### src/pkg/scfg_consts.svh
// Constants for the serial configuration port with pin gating
`ifndef SCFG_CONSTS_SVH
`define SCFG_CONSTS_SVH
`define SCFG_ADDR_W 7
`define SCFG_DATA_W 16
`define SCFG_GATE_N 11
`define SCFG_OFS_ENABLES 7'h01
`define SCFG_OFS_MASK 7'h10
`define SCFG_OFS_BALUN 7'h30
`define SCFG_RST_ENABLES 16'h0000
`define SCFG_RST_MASK 16'h0000
`define SCFG_RST_BALUN 16'h0000
`define SCFG_BALUN_INPUT_CAP_CODE_LSB 0
`define SCFG_BALUN_OUTPUT_CAP_CODE_LSB 4
`define SCFG_BAL_CODE_W 4
`define SCFG_RW_READ 1'b1
`endif

### src/pkg/scfg_pkg.sv
// Types shared by the serial configuration port
package scfg_pkg;
  typedef enum logic [3:0] {
    ST_IDLE = 4'h1,
    ST_ADDR = 4'h2,
    ST_WDATA = 4'h4,
    ST_RDATA = 4'h8
  } frame_state_t;
endpackage : scfg_pkg

### src/logic/pin_sync.sv
// Two-stage synchroniser bank for asynchronous pin inputs
module pin_sync #(
  parameter int WIDTH = 3,
  parameter logic [WIDTH-1:0] RST_VAL = '0
) (
  input wire logic i_clk_sys, // System clock
  input wire logic i_nrst, // Async reset, active low
  input wire logic i_ce, // Clock enable
  input wire logic [WIDTH-1:0] i_async, // Raw pins
  output logic [WIDTH-1:0] o_sync // Synchronised levels
);
  logic [WIDTH-1:0] meta_reg;
  logic [WIDTH-1:0] meta_next;
  logic [WIDTH-1:0] sync_reg;
  logic [WIDTH-1:0] sync_next;

  // First stage feeds only the second
  always_comb
  begin
    meta_next = i_ce ? i_async : meta_reg;
    sync_next = i_ce ? meta_reg : sync_reg;
  end

  // Register both stages
  always_ff @(posedge i_clk_sys or negedge i_nrst)
  begin
    if (!i_nrst)
    begin
      // Reset to each pin's idle level so no false edge follows reset
      meta_reg <= RST_VAL;
      sync_reg <= RST_VAL;
    end
    else
    begin
      meta_reg <= meta_next;
      sync_reg <= sync_next;
    end
  end

  assign o_sync = sync_reg;
endmodule : pin_sync

### src/logic/serial_config_port.sv
// Serial configuration port with fast enable pin gating
`include "scfg_consts.svh"
module serial_config_port #(
  parameter int ADDR_W = `SCFG_ADDR_W,
  parameter int DATA_W = `SCFG_DATA_W,
  parameter int GATE_N = `SCFG_GATE_N
) (
  input wire logic i_clk_sys, // System clock, 25 MHz
  input wire logic i_nrst, // Async reset, active low
  input wire logic i_ce, // Clock enable, freezes state when low
  input wire logic i_sclk, // Serial clock from host
  input wire logic i_cs_n, // Chip select, active low
  input wire logic i_sdio, // Serial data in from host
  output logic o_sdio, // Serial data out to host
  output logic o_sdio_oe, // High while the port drives data
  input wire logic i_fast_enable_pin, // Fast enable pin
  output logic [GATE_N-1:0] o_block_en, // Gated block enables
  output logic [`SCFG_BAL_CODE_W-1:0] o_balun_input_cap_code, // Balun input cap
  output logic [`SCFG_BAL_CODE_W-1:0] o_balun_output_cap_code // Balun output cap
);
  localparam int CNT_W = 5;

  logic [2:0] pins_s;
  logic sclk_s;
  logic cs_n_s;
  logic sdio_s;
  logic fast_s;
  logic fast_meta_reg;
  logic fast_reg;
  logic sclk_d_reg;
  logic cs_d_reg;
  logic sclk_rise;
  logic sclk_fall;
  logic cs_rise;

  scfg_pkg::frame_state_t state_reg, state_next;
  logic [CNT_W-1:0] cnt_reg, cnt_next;
  logic [ADDR_W-1:0] addr_reg, addr_next;
  logic [DATA_W-1:0] shift_reg, shift_next;
  logic [DATA_W-1:0] enables_reg, enables_next;
  logic [DATA_W-1:0] mask_reg, mask_next;
  logic [DATA_W-1:0] balun_reg, balun_next;
  logic sdo_reg, sdo_next;
  logic oe_reg, oe_next;
  logic [GATE_N-1:0] blk_reg, blk_next;

  // Register readback by address; unmapped reads return zero
  function automatic logic [DATA_W-1:0] read_mux(input logic [ADDR_W-1:0] a,
    input logic [DATA_W-1:0] e, input logic [DATA_W-1:0] m, input logic [DATA_W-1:0] b);
    logic [DATA_W-1:0] r;
    r = '0;
    case (a)
      `SCFG_OFS_ENABLES: r = e;
      `SCFG_OFS_MASK: r = m;
      `SCFG_OFS_BALUN: r = b;
      default: r = '0;
    endcase
    return r;
  endfunction : read_mux

  // Serial pins cross into the system clock; select resets to its idle high
  pin_sync #(.WIDTH(3), .RST_VAL(3'h2)) u_sync (
    .i_clk_sys(i_clk_sys),
    .i_nrst(i_nrst),
    .i_ce(i_ce),
    .i_async({i_sclk, i_cs_n, i_sdio}),
    .o_sync(pins_s)
  );
  assign sclk_s = pins_s[2];
  assign cs_n_s = pins_s[1];
  assign sdio_s = pins_s[0];
  assign fast_s = fast_reg;

  // Edge detection on synchronised levels only
  assign sclk_rise = !cs_n_s && sclk_s && !sclk_d_reg;
  assign sclk_fall = !cs_n_s && !sclk_s && sclk_d_reg;
  assign cs_rise = cs_n_s && !cs_d_reg;

  // Frame engine: address, direction, then data
  always_comb
  begin
    state_next = state_reg;
    cnt_next = cnt_reg;
    addr_next = addr_reg;
    shift_next = shift_reg;
    enables_next = enables_reg;
    mask_next = mask_reg;
    balun_next = balun_reg;
    sdo_next = sdo_reg;
    oe_next = oe_reg;
    if (cs_n_s)
    begin
      state_next = scfg_pkg::ST_IDLE;
      cnt_next = '0;
      oe_next = 1'b0;
      // Commit whatever was latched; partial writes land right-aligned
      if (cs_rise && state_reg == scfg_pkg::ST_WDATA && cnt_reg != '0)
      begin
        case (addr_reg)
          `SCFG_OFS_ENABLES: enables_next = shift_reg;
          `SCFG_OFS_MASK: mask_next = shift_reg;
          `SCFG_OFS_BALUN: balun_next = shift_reg;
          default: ;
        endcase
      end
    end
    else
    begin
      case (state_reg)
        scfg_pkg::ST_IDLE:
        begin
          state_next = scfg_pkg::ST_ADDR;
          cnt_next = '0;
          shift_next = '0;
        end
        scfg_pkg::ST_ADDR:
        begin
          if (sclk_rise)
          begin
            if (cnt_reg < CNT_W'(ADDR_W))
            begin
              addr_next = {addr_reg[ADDR_W-2:0], sdio_s};
              cnt_next = cnt_reg + 1'b1;
            end
            else if (sdio_s == `SCFG_RW_READ)
            begin
              state_next = scfg_pkg::ST_RDATA;
              cnt_next = '0;
              shift_next = read_mux(addr_reg, enables_reg, mask_reg, balun_reg);
            end
            else
            begin
              state_next = scfg_pkg::ST_WDATA;
              cnt_next = '0;
              shift_next = '0;
            end
          end
        end
        scfg_pkg::ST_WDATA:
        begin
          if (sclk_rise)
          begin
            // Excess bits push the oldest out, keeping the last sixteen
            shift_next = {shift_reg[DATA_W-2:0], sdio_s};
            if (cnt_reg != '1)
              cnt_next = cnt_reg + 1'b1;
          end
        end
        scfg_pkg::ST_RDATA:
        begin
          // Present next bit after each falling edge, MSB first
          if (sclk_fall)
          begin
            oe_next = 1'b1;
            sdo_next = shift_reg[DATA_W-1];
            shift_next = {shift_reg[DATA_W-2:0], 1'b0};
          end
        end
        default:
        begin
          state_next = scfg_pkg::ST_IDLE;
        end
      endcase
    end
  end

  // Pin gating is computed from the synced pin and registered into blk_reg
  always_comb
  begin
    for (int i = 0; i < GATE_N; i++)
      blk_next[i] = enables_reg[i] && (!mask_reg[i] || fast_s);
  end

  // State registers
  always_ff @(posedge i_clk_sys or negedge i_nrst)
  begin
    if (!i_nrst)
    begin
      state_reg <= scfg_pkg::ST_IDLE;
      cnt_reg <= '0;
      addr_reg <= '0;
      shift_reg <= '0;
      enables_reg <= `SCFG_RST_ENABLES;
      mask_reg <= `SCFG_RST_MASK;
      balun_reg <= `SCFG_RST_BALUN;
      sdo_reg <= 1'b0;
      oe_reg <= 1'b0;
      blk_reg <= '0;
      sclk_d_reg <= 1'b0;
      cs_d_reg <= 1'b1;
      fast_meta_reg <= 1'b0;
      fast_reg <= 1'b0;
    end
    else if (i_ce)
    begin
      state_reg <= state_next;
      cnt_reg <= cnt_next;
      addr_reg <= addr_next;
      shift_reg <= shift_next;
      enables_reg <= enables_next;
      mask_reg <= mask_next;
      balun_reg <= balun_next;
      sdo_reg <= sdo_next;
      oe_reg <= oe_next;
      blk_reg <= blk_next;
      sclk_d_reg <= sclk_s;
      cs_d_reg <= cs_n_s;
      fast_meta_reg <= i_fast_enable_pin;
      fast_reg <= fast_meta_reg;
    end
  end

  assign o_sdio = sdo_reg;
  assign o_sdio_oe = oe_reg;
  assign o_block_en = blk_reg;
  assign o_balun_input_cap_code = balun_reg[`SCFG_BALUN_INPUT_CAP_CODE_LSB +: `SCFG_BAL_CODE_W];
  assign o_balun_output_cap_code = balun_reg[`SCFG_BALUN_OUTPUT_CAP_CODE_LSB +: `SCFG_BAL_CODE_W];

  // Gated enable 0 follows the synced pin one cycle later when its enable and mask are set
  property p_gate_follow;
    @(posedge i_clk_sys) disable iff (!i_nrst)
      i_ce && enables_reg[0] && mask_reg[0] && $stable(enables_reg[0]) && $stable(mask_reg[0])
      |=> (blk_reg[0] == $past(fast_s));
  endproperty
  a_gate_follow: assert property (p_gate_follow) else $error("gated enable not following pin");

  property p_en_off;
    @(posedge i_clk_sys) disable iff (!i_nrst)
      i_ce && !enables_reg[3] |=> !blk_reg[3];
  endproperty
  a_en_off: assert property (p_en_off) else $error("disabled block came on");

  property p_mask_off;
    @(posedge i_clk_sys) disable iff (!i_nrst)
      i_ce && enables_reg[GATE_N-1] && !mask_reg[GATE_N-1] |=> blk_reg[GATE_N-1];
  endproperty
  a_mask_off: assert property (p_mask_off) else $error("unmasked block not enabled");

  property p_idle_quiet;
    @(posedge i_clk_sys) disable iff (!i_nrst)
      cs_n_s && i_ce |=> (!oe_reg && state_reg == scfg_pkg::ST_IDLE);
  endproperty
  a_idle_quiet: assert property (p_idle_quiet) else $error("port active while deselected");

  property p_wr_commit;
    @(posedge i_clk_sys) disable iff (!i_nrst)
      i_ce && cs_rise && state_reg == scfg_pkg::ST_WDATA && cnt_reg != '0
      && addr_reg == `SCFG_OFS_BALUN |=> balun_reg == $past(shift_reg);
  endproperty
  a_wr_commit: assert property (p_wr_commit) else $error("write not committed");

  property p_rd_msb;
    @(posedge i_clk_sys) disable iff (!i_nrst)
      i_ce && state_reg == scfg_pkg::ST_RDATA && sclk_fall && !cs_n_s
      |=> o_sdio == $past(shift_reg[DATA_W-1]);
  endproperty
  a_rd_msb: assert property (p_rd_msb) else $error("read bit mismatch");

  property p_wr_shift;
    @(posedge i_clk_sys) disable iff (!i_nrst)
      i_ce && state_reg == scfg_pkg::ST_WDATA && sclk_rise && !cs_n_s
      |=> shift_reg == {$past(shift_reg[DATA_W-2:0]), $past(sdio_s)};
  endproperty
  a_wr_shift: assert property (p_wr_shift) else $error("write shift wrong");

  property p_addr_len;
    @(posedge i_clk_sys) disable iff (!i_nrst)
      state_reg == scfg_pkg::ST_ADDR |-> cnt_reg <= CNT_W'(ADDR_W);
  endproperty
  a_addr_len: assert property (p_addr_len) else $error("address field too long");

  property p_bal_split;
    @(posedge i_clk_sys) disable iff (!i_nrst)
      o_balun_output_cap_code == balun_reg[7:4] && o_balun_input_cap_code == balun_reg[3:0];
  endproperty
  a_bal_split: assert property (p_bal_split) else $error("balun field misplaced");
endmodule : serial_config_port

### config.mk
export PLATFORM = sky130hd
export DESIGN_NAME = serial_config_port
export DESIGN_NICKNAME = d
export VERILOG_FILES = /design/src/pkg/scfg_pkg.sv /design/src/logic/pin_sync.sv /design/src/logic/serial_config_port.sv
export VERILOG_INCLUDE_DIRS = /design/src /design/src/pkg
export SDC_FILE = /design/constraint.sdc
export NUM_CORES = 1
export LEC_CHECK = 0
export ABC_AREA = 1
export BUFFER_PORTS_ARGS = -buffer_cell sky130_fd_sc_hd__buf_2
export CORE_UTILIZATION = 45
export DETAILED_ROUTE_END_ITERATION = 7
export PLACE_DENSITY_LB_ADDON = 0.12
export SLEW_MARGIN = 20
export SYNTH_ARGS = -nofsm -noshare
export SYNTH_HDL_FRONTEND = slang
export SYNTH_HIERARCHICAL = 1
export SYNTH_SLANG_ARGS = --single-unit
### constraint.sdc
create_clock -name i_clk_sys -period 1.58 [get_ports i_clk_sys]
set_clock_uncertainty 0.1 [all_clocks]
set_input_delay 0.079 -clock i_clk_sys [delete_from_list [all_inputs] [get_ports i_clk_sys]]
set_output_delay 0.079 -clock i_clk_sys [all_outputs]
set_load 0.005 [all_outputs]
; Yosys cells after proc, flatten, opt, wreduce, memory -nomap -nowiden
; Cells that the tools add are included.
[classes]
n_addsub = 1
n_lt_le_gt_ge = 1
eq_ne = 17
n_mux = 21
bitwise = 1
n_reduce_logical = 59
[op_table]
columns = cell, n
row1 = $mux 16, 5
row2 = $pmux 16 s4, 1
row3 = $pmux 16 s3, 1
row4 = $mux 5, 5
row5 = $reduce_and 4->1, 5
row6 = $logic_and 1x1->1, 18
row7 = $mux 4, 4
row8 = $logic_not 1->1, 15
row9 = $pmux 5 s3, 1
row10 = $pmux 4 s3, 1
row11 = $logic_or 1x1->1, 11
row12 = $reduce_and 5->1, 2
row13 = $ne 3x2->1 const B, 3
row14 = $ne 2x2->1 const B, 4
row15 = $reduce_bool 4->1, 2
row16 = $eq 7x1->1 const B, 1
row17 = $eq 7x5->1 const B, 1
row18 = $eq 7x6->1 const B, 1
row19 = $reduce_and 7->1, 1
row20 = $add 5x1->5 const B, 1
row21 = $lt 5x3->1 const B, 1
row22 = $ne 5x5->1 const B, 1
row23 = $reduce_bool 5->1, 1
row24 = $eq 4x1->1 const B, 1
row25 = 10 further kinds, 13
[totals]
register_bits = 103
inputBits = 7
out_inout_bits = 21
wordCells = 116

; Longest topological paths before layout
; Gate-level depths: netlist of the first run.
[depth]
depth_word = 6
depth_mapped = 11
ltp_nobuf = 10

; Cells and area by module
; The synthesis of the first run kept the hierarchy.
[modules_own_cells]
columns = module, instances, cells_per_inst, area_per_inst_um2, seq_area_each_um2
row1 = serial_config_port, 1, 642, 5106.1, 2429.8
row2 = pin_sync, 1, 25, 224.0, 152.6

; Worst setup path after synthesis of the first run
; OpenSTA, ideal clock, no wires.
[synth_timing]
path_type = reg-to-reg
startpoint = register u_sync.sync_reg[1] (netlist: u_sync/o_sync[1])
endpoint = register balun_reg[6]
setup_ns = 0.074
arrival_time_ns = 1.552
t_required_ns = 1.406
path_slack_ns = -0.146
stages_incl_launch_ff = 7
path_buffers = 2
synth_period_minus_slack_ns = 1.726
path_cell_list = dfstp_2 buf_2 nand2_1 nor3_4 buf_6 nand2_1 o21ai_2
[synth_via]
elab_chain_cells = 4
[synth_rtl]
columns = item, line
row1 = start: declaration, pin_sync.sv:14  ; logic [WIDTH-1:0] sync_reg;
row2 = start signal: assignment, pin_sync.sv:36  ; sync_reg <= sync_next;
row3 = $logic_and 1x1->1, serial_config_port.sv:77  ; assign cs_rise = cs_n_s && !cs_d_reg;
row4 = $logic_and 1x1->1 (2 in a row), serial_config_port.sv:97  ; if (cs_rise && state_reg == scfg_pkg::ST_WDATA && cnt_reg != '0)
row5 = $reduce_and 4->1 (no line) *, n/a
row6 = end signal: assignment, serial_config_port.sv:185  ; balun_reg <= `SCFG_RST_BALUN;
row7 = end signal: assignment, serial_config_port.sv:202  ; balun_reg <= balun_next;
row8 = end: declaration, serial_config_port.sv:42  ; logic [DATA_W-1:0] balun_reg, balun_next;
; Mark *: on every way between the ends. The rest lies on a longest branch, timed or not.
; A chain may end at the register's enable or synchronous reset.

; Final worst setup path of the first run
[layout_timing]
startpoint = register cnt_reg[0]
endpoint = register balun_reg[14]
[layout_via]
elab_chain_cells = 3
[layout_rtl]
columns = item, line
row1 = start: declaration, serial_config_port.sv:37  ; logic [CNT_W-1:0] cnt_reg, cnt_next;
row2 = start signal: assignment, serial_config_port.sv:197  ; cnt_reg <= cnt_next;
row3 = $reduce_bool 5->1, serial_config_port.sv:97
row4 = $logic_and 1x1->1, serial_config_port.sv:97
row5 = $reduce_and 4->1 (no line), n/a
; Every way passes these cells.

==> results of run 1 <==
==> cells in the final DEF, fill, tap and decap left out, types with 2 or more instances in the layout <==
cell	instances
nand4_1	19
buf_12	15
nand3_2	4
nor2_1	11
nor2_2	8
clkbuf_16	10
o21ai_0	26
inv_6	2
o21ai_1	17
nand3_1	83
dfstp_2	4
buf_2	26
nand3_4	2
bufinv_16	2
dfrtp_1	98
a21oi_2	2
inv_2	8
nor3_4	4
nand2_1	217
o21ai_2	26
nand2_2	16
inv_1	51
nand4_4	2
nand2_4	13
buf_6	8
buf_4	50
ha_2	2
nor2_4	7
dlygate4sd3_1	6
==> worst max-delay path by stage <==
stage,startpoint,to,cells past startpoint
finish,cnt_reg[0]$_DFFE_PN0P_,balun_reg[14]$_DFFE_PN0P_,9
global route,cnt_reg[0]$_DFFE_PN0P_,balun_reg[14]$_DFFE_PN0P_,9
CTS,cnt_reg[0]$_DFFE_PN0P_,enables_reg[10]$_DFFE_PN0P_,8
detailed placement,state_reg[3]$_DFFE_PN0P_,mask_reg[0]$_DFFE_PN0P_,8
global placement,state_reg[3]$_DFFE_PN0P_,mask_reg[13]$_DFFE_PN0P_,8
floorplan,cnt_reg[0]$_DFFE_PN0P_,balun_reg[10]$_DFFE_PN0P_,8
==> per-layer routing <==
metal | share of wire (%) | vias to the layer above
met1 | 48 | 2201
met2 | 44 | 155
met4 | 1.5 | 0
li1 | - | 2324
met5 | 0 | -
met3 | 5.9 | 21
==> kinds of logic (layout without fill, tap and decap cells) <==
logic type / Yosys count / in the layout
AND/OR/NAND/NOR: 389 / 389
flip-flops: 103 / 103
buffers and inverters: 97 / 181
AO/OA/AOI/OAI: 72 / 72
adder cells (fa/ha/maj): 3 / 3
XOR/XNOR: 2 / 2
multiplexers: 1 / 1
==> power groups by stage <==
stage	registers [mW]	logic (mW)	clock network, mW
2_1_floorplan	2.90	1.11	0
3_3_place_gp	2.89	1.89	0
3_5_place_dp	2.90	1.91	0
4_1_cts	2.85	1.98	2.51
5_1_grt	2.87	2.33	2.62
6_report	2.86	2.14	2.47
==> repair_timing <==
action / CTS / global route
hold endpoints to repair: 105 / 0
pin swaps: 14 / 11
gates cloned: 0 / 1
resized for setup: 27 / 73
hold buffers: 6 / 0
setup buffers: 5 / 6
setup endpoints to repair: 80 / 81
==> layout make-up <==
type	count	area share [%]
clock buffers	10	3.48
inverters	60	3.32
repair buffers	106	14.3
flip-flops and latches	103	37.7
well taps	143	2.61
clock inverters	5	1.29
multi-input cells	467	37.3
==> metrics by stage <==
stage	TNS (ns)	power (mW)
3_5_place_dp	-8.86	4.80
2_1_floorplan	-1.49	4.02
4_1_cts	-5.00	7.33
3_3_place_gp	-4.82	4.78
5_1_grt	-13.23	7.82
6_report	-6.44	7.46
==> critical path, stage by stage (launching register included) <==
cell and delay [ns]:
dfrtp_1 0.36, inv_2 0.04, ha_2 0.16, nand4_1 0.13, nand4_4 0.21, nor3_4 0.22, buf_6 0.14, clkbuf_16 0.18
nand2_1 0.07, o21ai_2 0.06
==> summary.txt, run 1 <==
Run status
  • Outcome: complete, but fails checks
  • Failing checks: negative setup slack

Critical path
  • Worst setup SP type: flip-flop
  • Crit path required time: 1.77 ns
  • Worst setup path category: flip-flop to flip-flop
  • Worst EP arrival: 1.93 ns
  • Worst Reg-to-Reg Cells: 9
  • Critical path endpoint category: flip-flop
  • Reg-to-reg setup timing slack: -0.16 ns
  • Reg-to-Reg Start: cnt_reg[0]$_DFFE_PN0P_
  • Crit Reg-Reg Endpoint: balun_reg[14]$_DFFE_PN0P_
  • Maximum fanout along the worst path: 8

Floorplanning
  • Die X: 111 um
  • FP Rows: 39
  • Area of the core: 11500 sq um
  • Initial Utilization: 46.5%
  • Die H: 111 um
  • Die ar.: 12300 sq um
  • Num ports: 28

Layout
  • Sequential Area: 2580 sq um
  • Final core utilization: 59.8%
  • Final instance area: 6860 sq um
  • Final net count: 757
  • Diode count: 0
  • Area of the multi-input gates: 2560 sq um
  • Post-Layout Cell Count: 894
  • Fillers: 981
  • Area growth syn-to-layout: 28.7%
  • Layout cells sized above 1: 29.4%

STA
  • RSZ-0062 raised after global routing: true
  • Fin Hold WS: 0.0631 ns
  • Max-slew headroom: 77.7%
  • Worst-Margin Slew: 0.335 ns
  • Crit share post-route: 110%
  • Max Freq: 0.573 GHz
  • Final WS setup: -0.164 ns
  • Final hold viol count: 0
  • Final Max Slew Viols: 0
  • Finish-stage setup viols: 67
  • Tmin final: 1.74 ns

Synth
  • Most common cell in the netlist: nand2_1
  • EDFF count, synth: 0
  • Dominant cells by area after synthesis: dfrtp_1, nand2_1, nand3_1, o21ai_0, inv_1
  • Cell variety after synth: 28
  • Post-synthesis sequential area ratio: 48.5%
  • Top-area cell type share of the netlist area: 46.5%
  • Largest family of logic cells by synthesized area: simple AND/OR/NAND/NOR gates
  • Cell Area, Synth: 5330 sq um
  • Post-Synth Simple-Gate Area: 33.6%
  • Post-Synthesis Cells: 667
  • Synth async-reset ratio: 100%
  • Most frequent cells after synthesis: nand2_1, dfrtp_1, nand3_1
  • Mux cell area share after synthesis: 0.211%
  • Yosys Warn Count: 6
  • Cell taking the most area after synthesis: dfrtp_1
  • Synth Area in XOR/XNOR: 0.329%
  • Avg Inst Size Synth: 7.99 sq um
  • Net Count, Synth: 677
  • Post-synthesis register bit count: 103
  • Synth Area in Adders: 0.704%
  • Fraction of the mapped netlist area in compound gates: 8.24%
  • Ys flop type: dfrtp_1

Global route
  • First-pass GRT wire length: 23400 um
  • GR Util met1: 34.8%
  • Gr busiest metal: met2
  • Largest net degree at the start of global routing: 54
  • GRT overflow: 0
  • Met2 usage: 35.9%
  • Vias in the first global route: 4584
  • Global routing usage on met3: 5.30%
  • Total Routing Usage GR: 24.2%
  • Initial antenna violation count: 0

Power
  • Switching Power: 2.39 mW
  • Internal Power: 5.06 mW
  • Clk pwr share: 33.1%
  • Static Leak: 3.60 nW
  • Switching Share: 32.1%
  • Reg power frac: 38.3%
  • Peak VDD IR: 0.000641 V
  • Power Density: 1090 nW/um^2
  • Comb power frac: 28.6%

Place
  • IO buf count: 27
  • Post-DP HPWL: 9760 um
  • Placed Instance Area: 6100 sq um
  • Post-Place Cells: 863
  • Gp weighted congestion: 0.856
  • Post-Place Setup Slack: -0.187 ns

Drt
  • DRT antenna net count: 0
  • DRC: 0
  • Via count: 4701
  • Final wirelength: 14100 um
  • Iter 0 DRT Violations: 277
  • Vias/cell: 5.26
  • Wire per inst: 15.7 um
  • Drt first pass iters: 7

Clock network
  • # clock sinks: 103
  • Root buffer cell: clkbuf_16
  • Clk buf depth: 2
  • H-tree depth: 3
  • Later-pin clock latency in the skew report: 0.36 ns
  • CTS tree: yes
  • CTS buffer count: 9
  • Clock slew seen by the registers of the worst setup and hold paths: 0.07 ns

Hold path
  • Worst hold path class: input port to async pin

Run
  • Max-Cap Viols: 0
Power figures use the tool's default switching activity.
==> run 2, diff against run 1 <==
--- a/config.mk
+++ b/config.mk
@@ -6,7 +6,6 @@
 export SDC_FILE = /design/constraint.sdc
 export NUM_CORES = 1
 export LEC_CHECK = 0
-export ABC_AREA = 1
 export BUFFER_PORTS_ARGS = -buffer_cell sky130_fd_sc_hd__buf_2
 export CORE_UTILIZATION = 45
 export DETAILED_ROUTE_END_ITERATION = 7
==> run 2 against run 1 <==
Compared with the run above: the flow still finishes with violations (negative setup slack); largest power group unchanged; synthesized cell count decreased by 37%; utilization increased by 0.96 points; worst hold slack got worse by 0.057 ns; global-route usage decreased by 1.6 points; cell count decreased by 28%; non-clock buffer count decreased by 1; via count decreased by 23%; sequential cell count unchanged; register-to-register slack got worse by 0.51 ns; total power decreased by 10%; critical endpoint is now mask_reg[1]$_DFFE_PN0P_; area after synthesis decreased by 8.1%; clock-buffer cell count increased by 1.
==> summary.txt, run 2 <==
Critical path
  • CP cell instances: or4_4, nor4_4, nor3b_4, buf_12, buf_12, mux2_2
  • Worst setup SP type: flip-flop
  • Slowest-stage cell, CP: or4_4
  • Worst EP arrival: 2.41 ns (+0.48 ns)
  • Critical path's most frequent cell: buf_12
  • Critical path endpoint category: flip-flop
  • Worst setup path category: flip-flop to flip-flop
  • Crit. Startpoint: state_reg[0]$_DFFE_PN1P_
  • Crit Reg-Reg Endpoint: mask_reg[1]$_DFFE_PN0P_
  • Reg-to-reg setup timing slack: -0.67 ns (-0.51 ns)
  • Slowest stage delay, CP: 0.55 ns (+0.19 ns)
  • Crit path capture: mask_reg[1]$_DFFE_PN0P_
  • Maximum fanout along the worst path: 8 (unchanged)
  • Reg-to-Reg Start: state_reg[0]$_DFFE_PN1P_
  • Crit path required time: 1.74 ns (-0.03 ns)
  • Worst Reg-to-Reg Cells: 6 (-3)

Drt
  • Vias/cell: 5.59 (+6.3%)
  • DRT antenna net count: 0 (unchanged)
  • DRC: 0 (unchanged)
  • Drt first pass iters: 4 (-3)
  • Via count: 3612 (-23%)
  • Final wirelength: 11900 um (-16%)
  • Wire per inst: 18.4 um (+17%)
  • Iter 0 DRT Violations: 160 (-42%)

Global route
  • Initial antenna violation count: 0 (unchanged)
  • Vias in the first global route: 3740 (-18%)
  • First-pass GRT wire length: 19500 um (-17%)
  • Total Routing Usage GR: 22.6% (-1.6 points)
  • GRT overflow: 0 (unchanged)
  • Largest net degree at the start of global routing: 35 (-35%)

STA
  • Crit share post-route: 142% (+32 points)
  • Tmin final: 2.25 ns (+0.507 ns)
  • RSZ-0062 raised after global routing: true
  • Final hold viol count: 0 (unchanged)
  • Finish-stage setup viols: 82 (+22%)
  • Fin Hold WS: 0.00617 ns (-0.0569 ns)
  • Max Freq: 0.444 GHz (-23%)
  • Final Max Slew Viols: 0 (unchanged)
  • Worst-Margin Slew: 0.610 ns (+0.275 ns)
  • Max-slew headroom: 59.3% (-18 points)
  • Final WS setup: -0.671 ns (-0.507 ns)

Synth
  • Net Count, Synth: 432 (-36%)
  • Post-synthesis register bit count: 103 (unchanged)
  • Ys flop type: dfrtp_1
  • EDFF count, synth: 0 (unchanged)
  • Cell variety after synth: 49 (+75%)
  • Synth async-reset ratio: 100% (unchanged)
  • Post-Synthesis Cells: 422 (-37%)
  • Cell Area, Synth: 4900 sq um (-8.1%)
  • Most frequent cells after synthesis: dfrtp_1, mux2_2, inv_1
  • Yosys Warn Count: 6 (unchanged)
  • Top-area cell type share of the netlist area: 50.6% (+4.1 points)
  • Dominant cells by area after synthesis: dfrtp_1, mux2_2, mux2i_1, o2bb2ai_1, o21ai_0
  • Avg Inst Size Synth: 11.6 sq um (+45%)
  • Post-synthesis sequential area ratio: 52.7% (+4.3 points)
  • Cell taking the most area after synthesis: dfrtp_1
  • Most common cell in the netlist: dfrtp_1

Clock network
  • # clock sinks: 103 (unchanged)
  • Later-pin clock latency in the skew report: 0.37 ns (about the same)
  • Root buffer cell: clkbuf_8
  • Clk buf depth: 2 (unchanged)
  • H-tree depth: 3 (unchanged)
  • CTS tree: yes
  • Clock slew seen by the registers of the worst setup and hold paths: 0.10 ns (+0.03 ns)
  • CTS buffer count: 9 (unchanged)

Layout
  • Layout cells sized above 1: 41.4% (+12 points)
  • Final instance area: 6330 sq um (-7.7%)
  • Diode count: 0 (unchanged)
  • Fillers: 859 (-12%)
  • Area growth syn-to-layout: 29.3%
  • Commonest non-fill, non-tap cell in the layout: dfrtp_1
  • Final net count: 516 (-32%)
  • Commonest cells after routing, fill and taps aside: dfrtp_1, buf_4, mux2_2, inv_1, buf_2
  • Post-Layout Cell Count: 646 (-28%)
  • Final core utilization: 60.8% (+0.96 points)

Floorplanning
  • FP Rows: 37 (-5.1%)
  • Die ar.: 11300 sq um (-8.0%)
  • Num ports: 28 (unchanged)
  • Initial Utilization: 47.0% (+0.53 points)
  • Area of the core: 10400 sq um (-9.2%)
  • Die X: 106 um (-4.1%)
  • Die H: 106 um (-4.1%)

Run status
  • Outcome: complete, but fails checks
  • Failing checks: negative setup slack

Place
  • Gp weighted congestion: 0.765 (-11%)
  • IO buf count: 27 (unchanged)
  • Post-Place Cells: 608 (-30%)
  • Post-DP HPWL: 7310 um (-25%)
  • Placed Instance Area: 5660 sq um (-7.2%)

Power
  • Power Density: 1060 nW/um^2 (-2.6%)
  • Tot Pwr: 6.70 mW (-10%)
  • Peak VDD IR: 0.000515 V (-20%)
  • Static Leak: 2.84 nW (-21%)

Hold path
  • Worst hold path class: input port to async pin

Run
  • Max-Cap Viols: 0 (unchanged)
-- run 2: through the flow --
step,TNS [ns],setup slack (ns)
3_5_place_dp,-44.27,-0.691
4_1_cts,-41.35,-0.648
5_1_grt,-48.39,-0.759
2_1_floorplan,-41.79,-0.755
6_report,-41.70,-0.671
3_3_place_gp,-41.33,-0.639
-- run 2: timing repair --
item,in CTS,in global routing
hold buffers,6,0
gates resized for setup,46,11
endpoints found under the setup margin,81,82
pin swaps,13,5
endpoints found under the hold margin,105,0
setup buffers,16,4
cloned,3,0
-- run 2: worst min path at each step --
stage	from	end	slack, ns	cells past startpoint
floorplan	i_nrst	addr_reg[0]$_DFFE_PN0P_	-0.32	0
global placement	i_nrst	fast_meta_reg$_DFFE_PN0P_	-0.15	1
detailed placement	i_nrst	fast_reg$_DFFE_PN0P_	-0.14	1
CTS	i_nrst	fast_reg$_DFFE_PN0P_	0.002	2
global route	i_nrst	state_reg[2]$_DFFE_PN0P_	0.01	2
finish	i_nrst	state_reg[2]$_DFFE_PN0P_	0.006	2
-- run 2: power breakdown --
group          switching [mW]  leakage (nW)  internal, mW
Clock                   0.901         0.110         0.937
Sequential              0.369          1.37          2.93
Combinational           0.799          1.36         0.762
-- run 2: area by class of cell --
type | instances | area, sq um | area share (%)
sequential | 103 | 2590 | 40.8
multi-input combinational | 257 | 2280 | 36.0
timing repair buffer | 105 | 963 | 15.2
tap | 136 | 170 | 2.69
clock buffer | 11 | 141 | 2.23
inverter | 30 | 113 | 1.78
clock inverter | 4 | 77.6 | 1.23
-- run 2: metal layers --
layer  part of all wire, %  wire length [um]  track usage, %  up-vias
met2                    48              5680            36.7       71
met4                   2.1               244            8.83        0
li1                      -                 -               -     1684
met3                   3.7               434            3.00       15
met5                     0                 0               0        -
met1                    46              5510            30.7     1842
-- run 2: cells by family (layout without fill, tap and decap cells) --
family	Yosys count	in the layout	share of synthesized area, %
buf+inv	62	150	5.65
flops	103	103	52.7
simple gates	70	70	8.28
mux	80	80	18.4
fa+ha+maj	3	3	0.767
xor+xnor	1	1	0.179
compound gates	103	103	14.0
-- run 2: critical path, delay by kind of cell (launching register included) --
| kind | cells | cell delay [ns] |
|---|---|---|
| buffers and inverters | 2 | 0.28 |
| and+or+nand+nor | 3 | 1.05 |
| muxes | 1 | 0.33 |
| DFF | 1 | 0.38 |
==> run 3, diff against run 2 <==
--- a/config.mk
+++ b/config.mk
@@ -9,7 +9,7 @@
 export BUFFER_PORTS_ARGS = -buffer_cell sky130_fd_sc_hd__buf_2
 export CORE_UTILIZATION = 45
 export DETAILED_ROUTE_END_ITERATION = 7
-export PLACE_DENSITY_LB_ADDON = 0.12
+export PLACE_DENSITY_LB_ADDON = 0.3
 export SLEW_MARGIN = 20
 export SYNTH_ARGS = -nofsm -noshare
 export SYNTH_HDL_FRONTEND = slang
==> run 3 against run 2 <==
Compared with the run above: the flow still finishes with violations (negative setup slack); total power up 4.8%; combinational power up 19%; first-iteration DRC count up 0.63%; critical path type unchanged; largest cell class unchanged.
==> summary.txt, run 3 (synthesis gave the netlist of run 2 again) <==
STA
  • Final Max Slew Viols: 0 (unchanged)
  • Tmin final: 2.25 ns (+0.000378 ns)
  • Fin Hold WS: 0.0342 ns (+0.0280 ns)
  • RSZ-0062 raised after global routing: true
  • Crit share post-route: 142% (about the same)
  • Max-slew headroom: 65.1% (+5.8 points)
  • Final hold viol count: 0 (unchanged)
  • Finish-stage setup viols: 81 (-1.2%)
  • Max Freq: 0.444 GHz (about the same)
  • Worst-Margin Slew: 0.523 ns (-0.0869 ns)
  • Final WS setup: -0.671 ns (-0.000378 ns)

Global route
  • GRT overflow: 0 (unchanged)
  • Vias in the first global route: 3740 (unchanged)
  • Largest net degree at the start of global routing: 66 (+89%)
  • Initial antenna violation count: 0 (unchanged)
  • First-pass GRT wire length: 19100 um (-1.9%)
  • Total Routing Usage GR: 21.8% (-0.83 points)

Critical path
  • Worst Reg-to-Reg Cells: 6 (unchanged)
  • Maximum fanout along the worst path: 13 (+5)
  • Critical path endpoint category: flip-flop
  • Crit path required time: 1.73 ns (about the same)
  • Worst setup path category: flip-flop to flip-flop
  • Worst setup SP type: flip-flop
  • CP cell instances: or4_4, nor4_4, buf_4, nand3_1, buf_12, mux2_2
  • Slowest stage delay, CP: 0.55 ns (about the same)
  • Slowest-stage cell, CP: or4_4
  • Worst EP arrival: 2.40 ns (about the same)

Clock network
  • # clock sinks: 103 (unchanged)
  • CTS buffer count: 9 (unchanged)
  • Clk buf depth: 2 (unchanged)
  • Clock slew seen by the registers of the worst setup and hold paths: 0.10 ns (about the same)
  • CTS tree: yes
  • Root buffer cell: clkbuf_8
  • Later-pin clock latency in the skew report: 0.36 ns (about the same)
  • H-tree depth: 3 (unchanged)

Floorplanning
  • FP Rows: 37 (unchanged)
  • Num ports: 28 (unchanged)
  • Die ar.: 11300 sq um (unchanged)
  • Initial Utilization: 47.0% (unchanged)
  • Area of the core: 10400 sq um (unchanged)
  • Die X: 106 um (unchanged)
  • Die H: 106 um (unchanged)

Layout
  • Diode count: 0 (unchanged)
  • Commonest non-fill, non-tap cell in the layout: dfrtp_1
  • Layout cells sized above 1: 47.1% (+5.7 points)
  • Final net count: 508 (-1.6%)
  • Post-Layout Cell Count: 639 (-1.1%)
  • Area growth syn-to-layout: 31.0%
  • Commonest cells after routing, fill and taps aside: dfrtp_1, mux2_2, buf_4, inv_1, buf_2
  • Final core utilization: 61.6% (+0.83 points)

Place
  • Post-Place Cells: 604 (-0.66%)
  • Post-Place Setup Slack: -0.712 ns (-0.0207 ns)
  • Gp weighted congestion: 0.797 (+4.2%)
  • IO buf count: 27 (unchanged)
  • Post-DP HPWL: 7110 um (-2.8%)

Run
  • Max-Cap Viols: 0 (unchanged)

Power
  • Tot Pwr: 7.02 mW (+4.8%)
  • Static Leak: 2.83 nW (-0.56%)
  • Peak VDD IR: 0.000650 V (+26%)
  • Power Density: 1090 nW/um^2 (+3.3%)

Drt
  • DRT antenna net count: 0 (unchanged)
  • Wire per inst: 18.6 um (+1.0%)
  • Drt first pass iters: 4 (unchanged)
  • Via count: 3601 (-0.30%)
  • Final wirelength: 11900 um (about the same)
  • DRC: 0 (unchanged)
  • Iter 0 DRT Violations: 161 (+0.63%)
  • Vias/cell: 5.64 (+0.79%)

Run status
  • Outcome: complete, but fails checks
  • Failing checks: negative setup slack

Hold path
  • Hold path depth: 3
  • Worst hold path class: input port to flip-flop
## run 3: cell types whose count changed in the layout (fill, tap and decap cells not counted), sizes merged
cell and change:
buf -9, inv +2, bufinv -1, clkinvlp +1
## run 3: metrics by stage
step                area [sq um]  TNS, ns
floorplan                   5050   -41.79
global placement            5630   -41.30
detailed placement          5630   -44.27
CTS                         6220   -44.30
global route                6420   -47.79
finish                      6420   -43.12
## run 3: repair_timing
item | 4_1_cts | 5_1_grt
pin swaps | 10 | 9
hold buffers | 6 | 0
endpoints found under the hold margin | 105 | 0
setup buffers | 11 | 2
gates resized for setup | 42 | 60
endpoints found under the setup margin | 82 | 82
gates cloned | 3 | 1
## run 3: report_power, final
group          switching [mW]  internal [mW]
combinational           0.906          0.948
sequential              0.473           2.93
clock                   0.960          0.802
total                    2.34           4.68
## run 3: final cells by class
cell class,instances,area [sq um]
fill,802,4000
sequential,103,2580
multi-input combinational,257,2460
timing repair buffer,97,877
tap,136,170
clock buffer,10,138
inverter,30,113
clock inverter,6,75.1
## run 3: final timing paths
check	startpoint	endpoint	slack [ns]
setup / recovery	state_reg[3]$_DFFE_PN0P_	balun_reg[9]$_DFFE_PN0P_	-0.67
hold / removal	i_ce	cs_d_reg$_DFFE_PN1P_	0.03
setup reg to reg	state_reg[3]$_DFFE_PN0P_	balun_reg[9]$_DFFE_PN0P_	-0.67
hold reg to reg	cs_d_reg$_DFFE_PN1P_	cs_d_reg$_DFFE_PN1P_	0.41
max in group asynchronous	i_nrst	cnt_reg[3]$_DFFE_PN0P_	0.57
min in group asynchronous	i_nrst	addr_reg[1]$_DFFE_PN0P_	0.19
## run 3: metal layers
| metal | routed length [um] | global-route usage (%) |
|---|---|---|
| met2 | 5700 | 34.4 |
| met1 | 5650 | 30.9 |
| met3 | 349 | 2.64 |
| met5 | 0 | 0 |
| met4 | 159 | 7.74 |
## run 3: critical path: cells and delay by family (launching register included)
kind / cells / cell delay [ns]
AND/OR/NAND/NOR: 3 / 0.95
flip-flops: 1 / 0.41
buffers and inverters: 2 / 0.40
multiplexers: 1 / 0.27
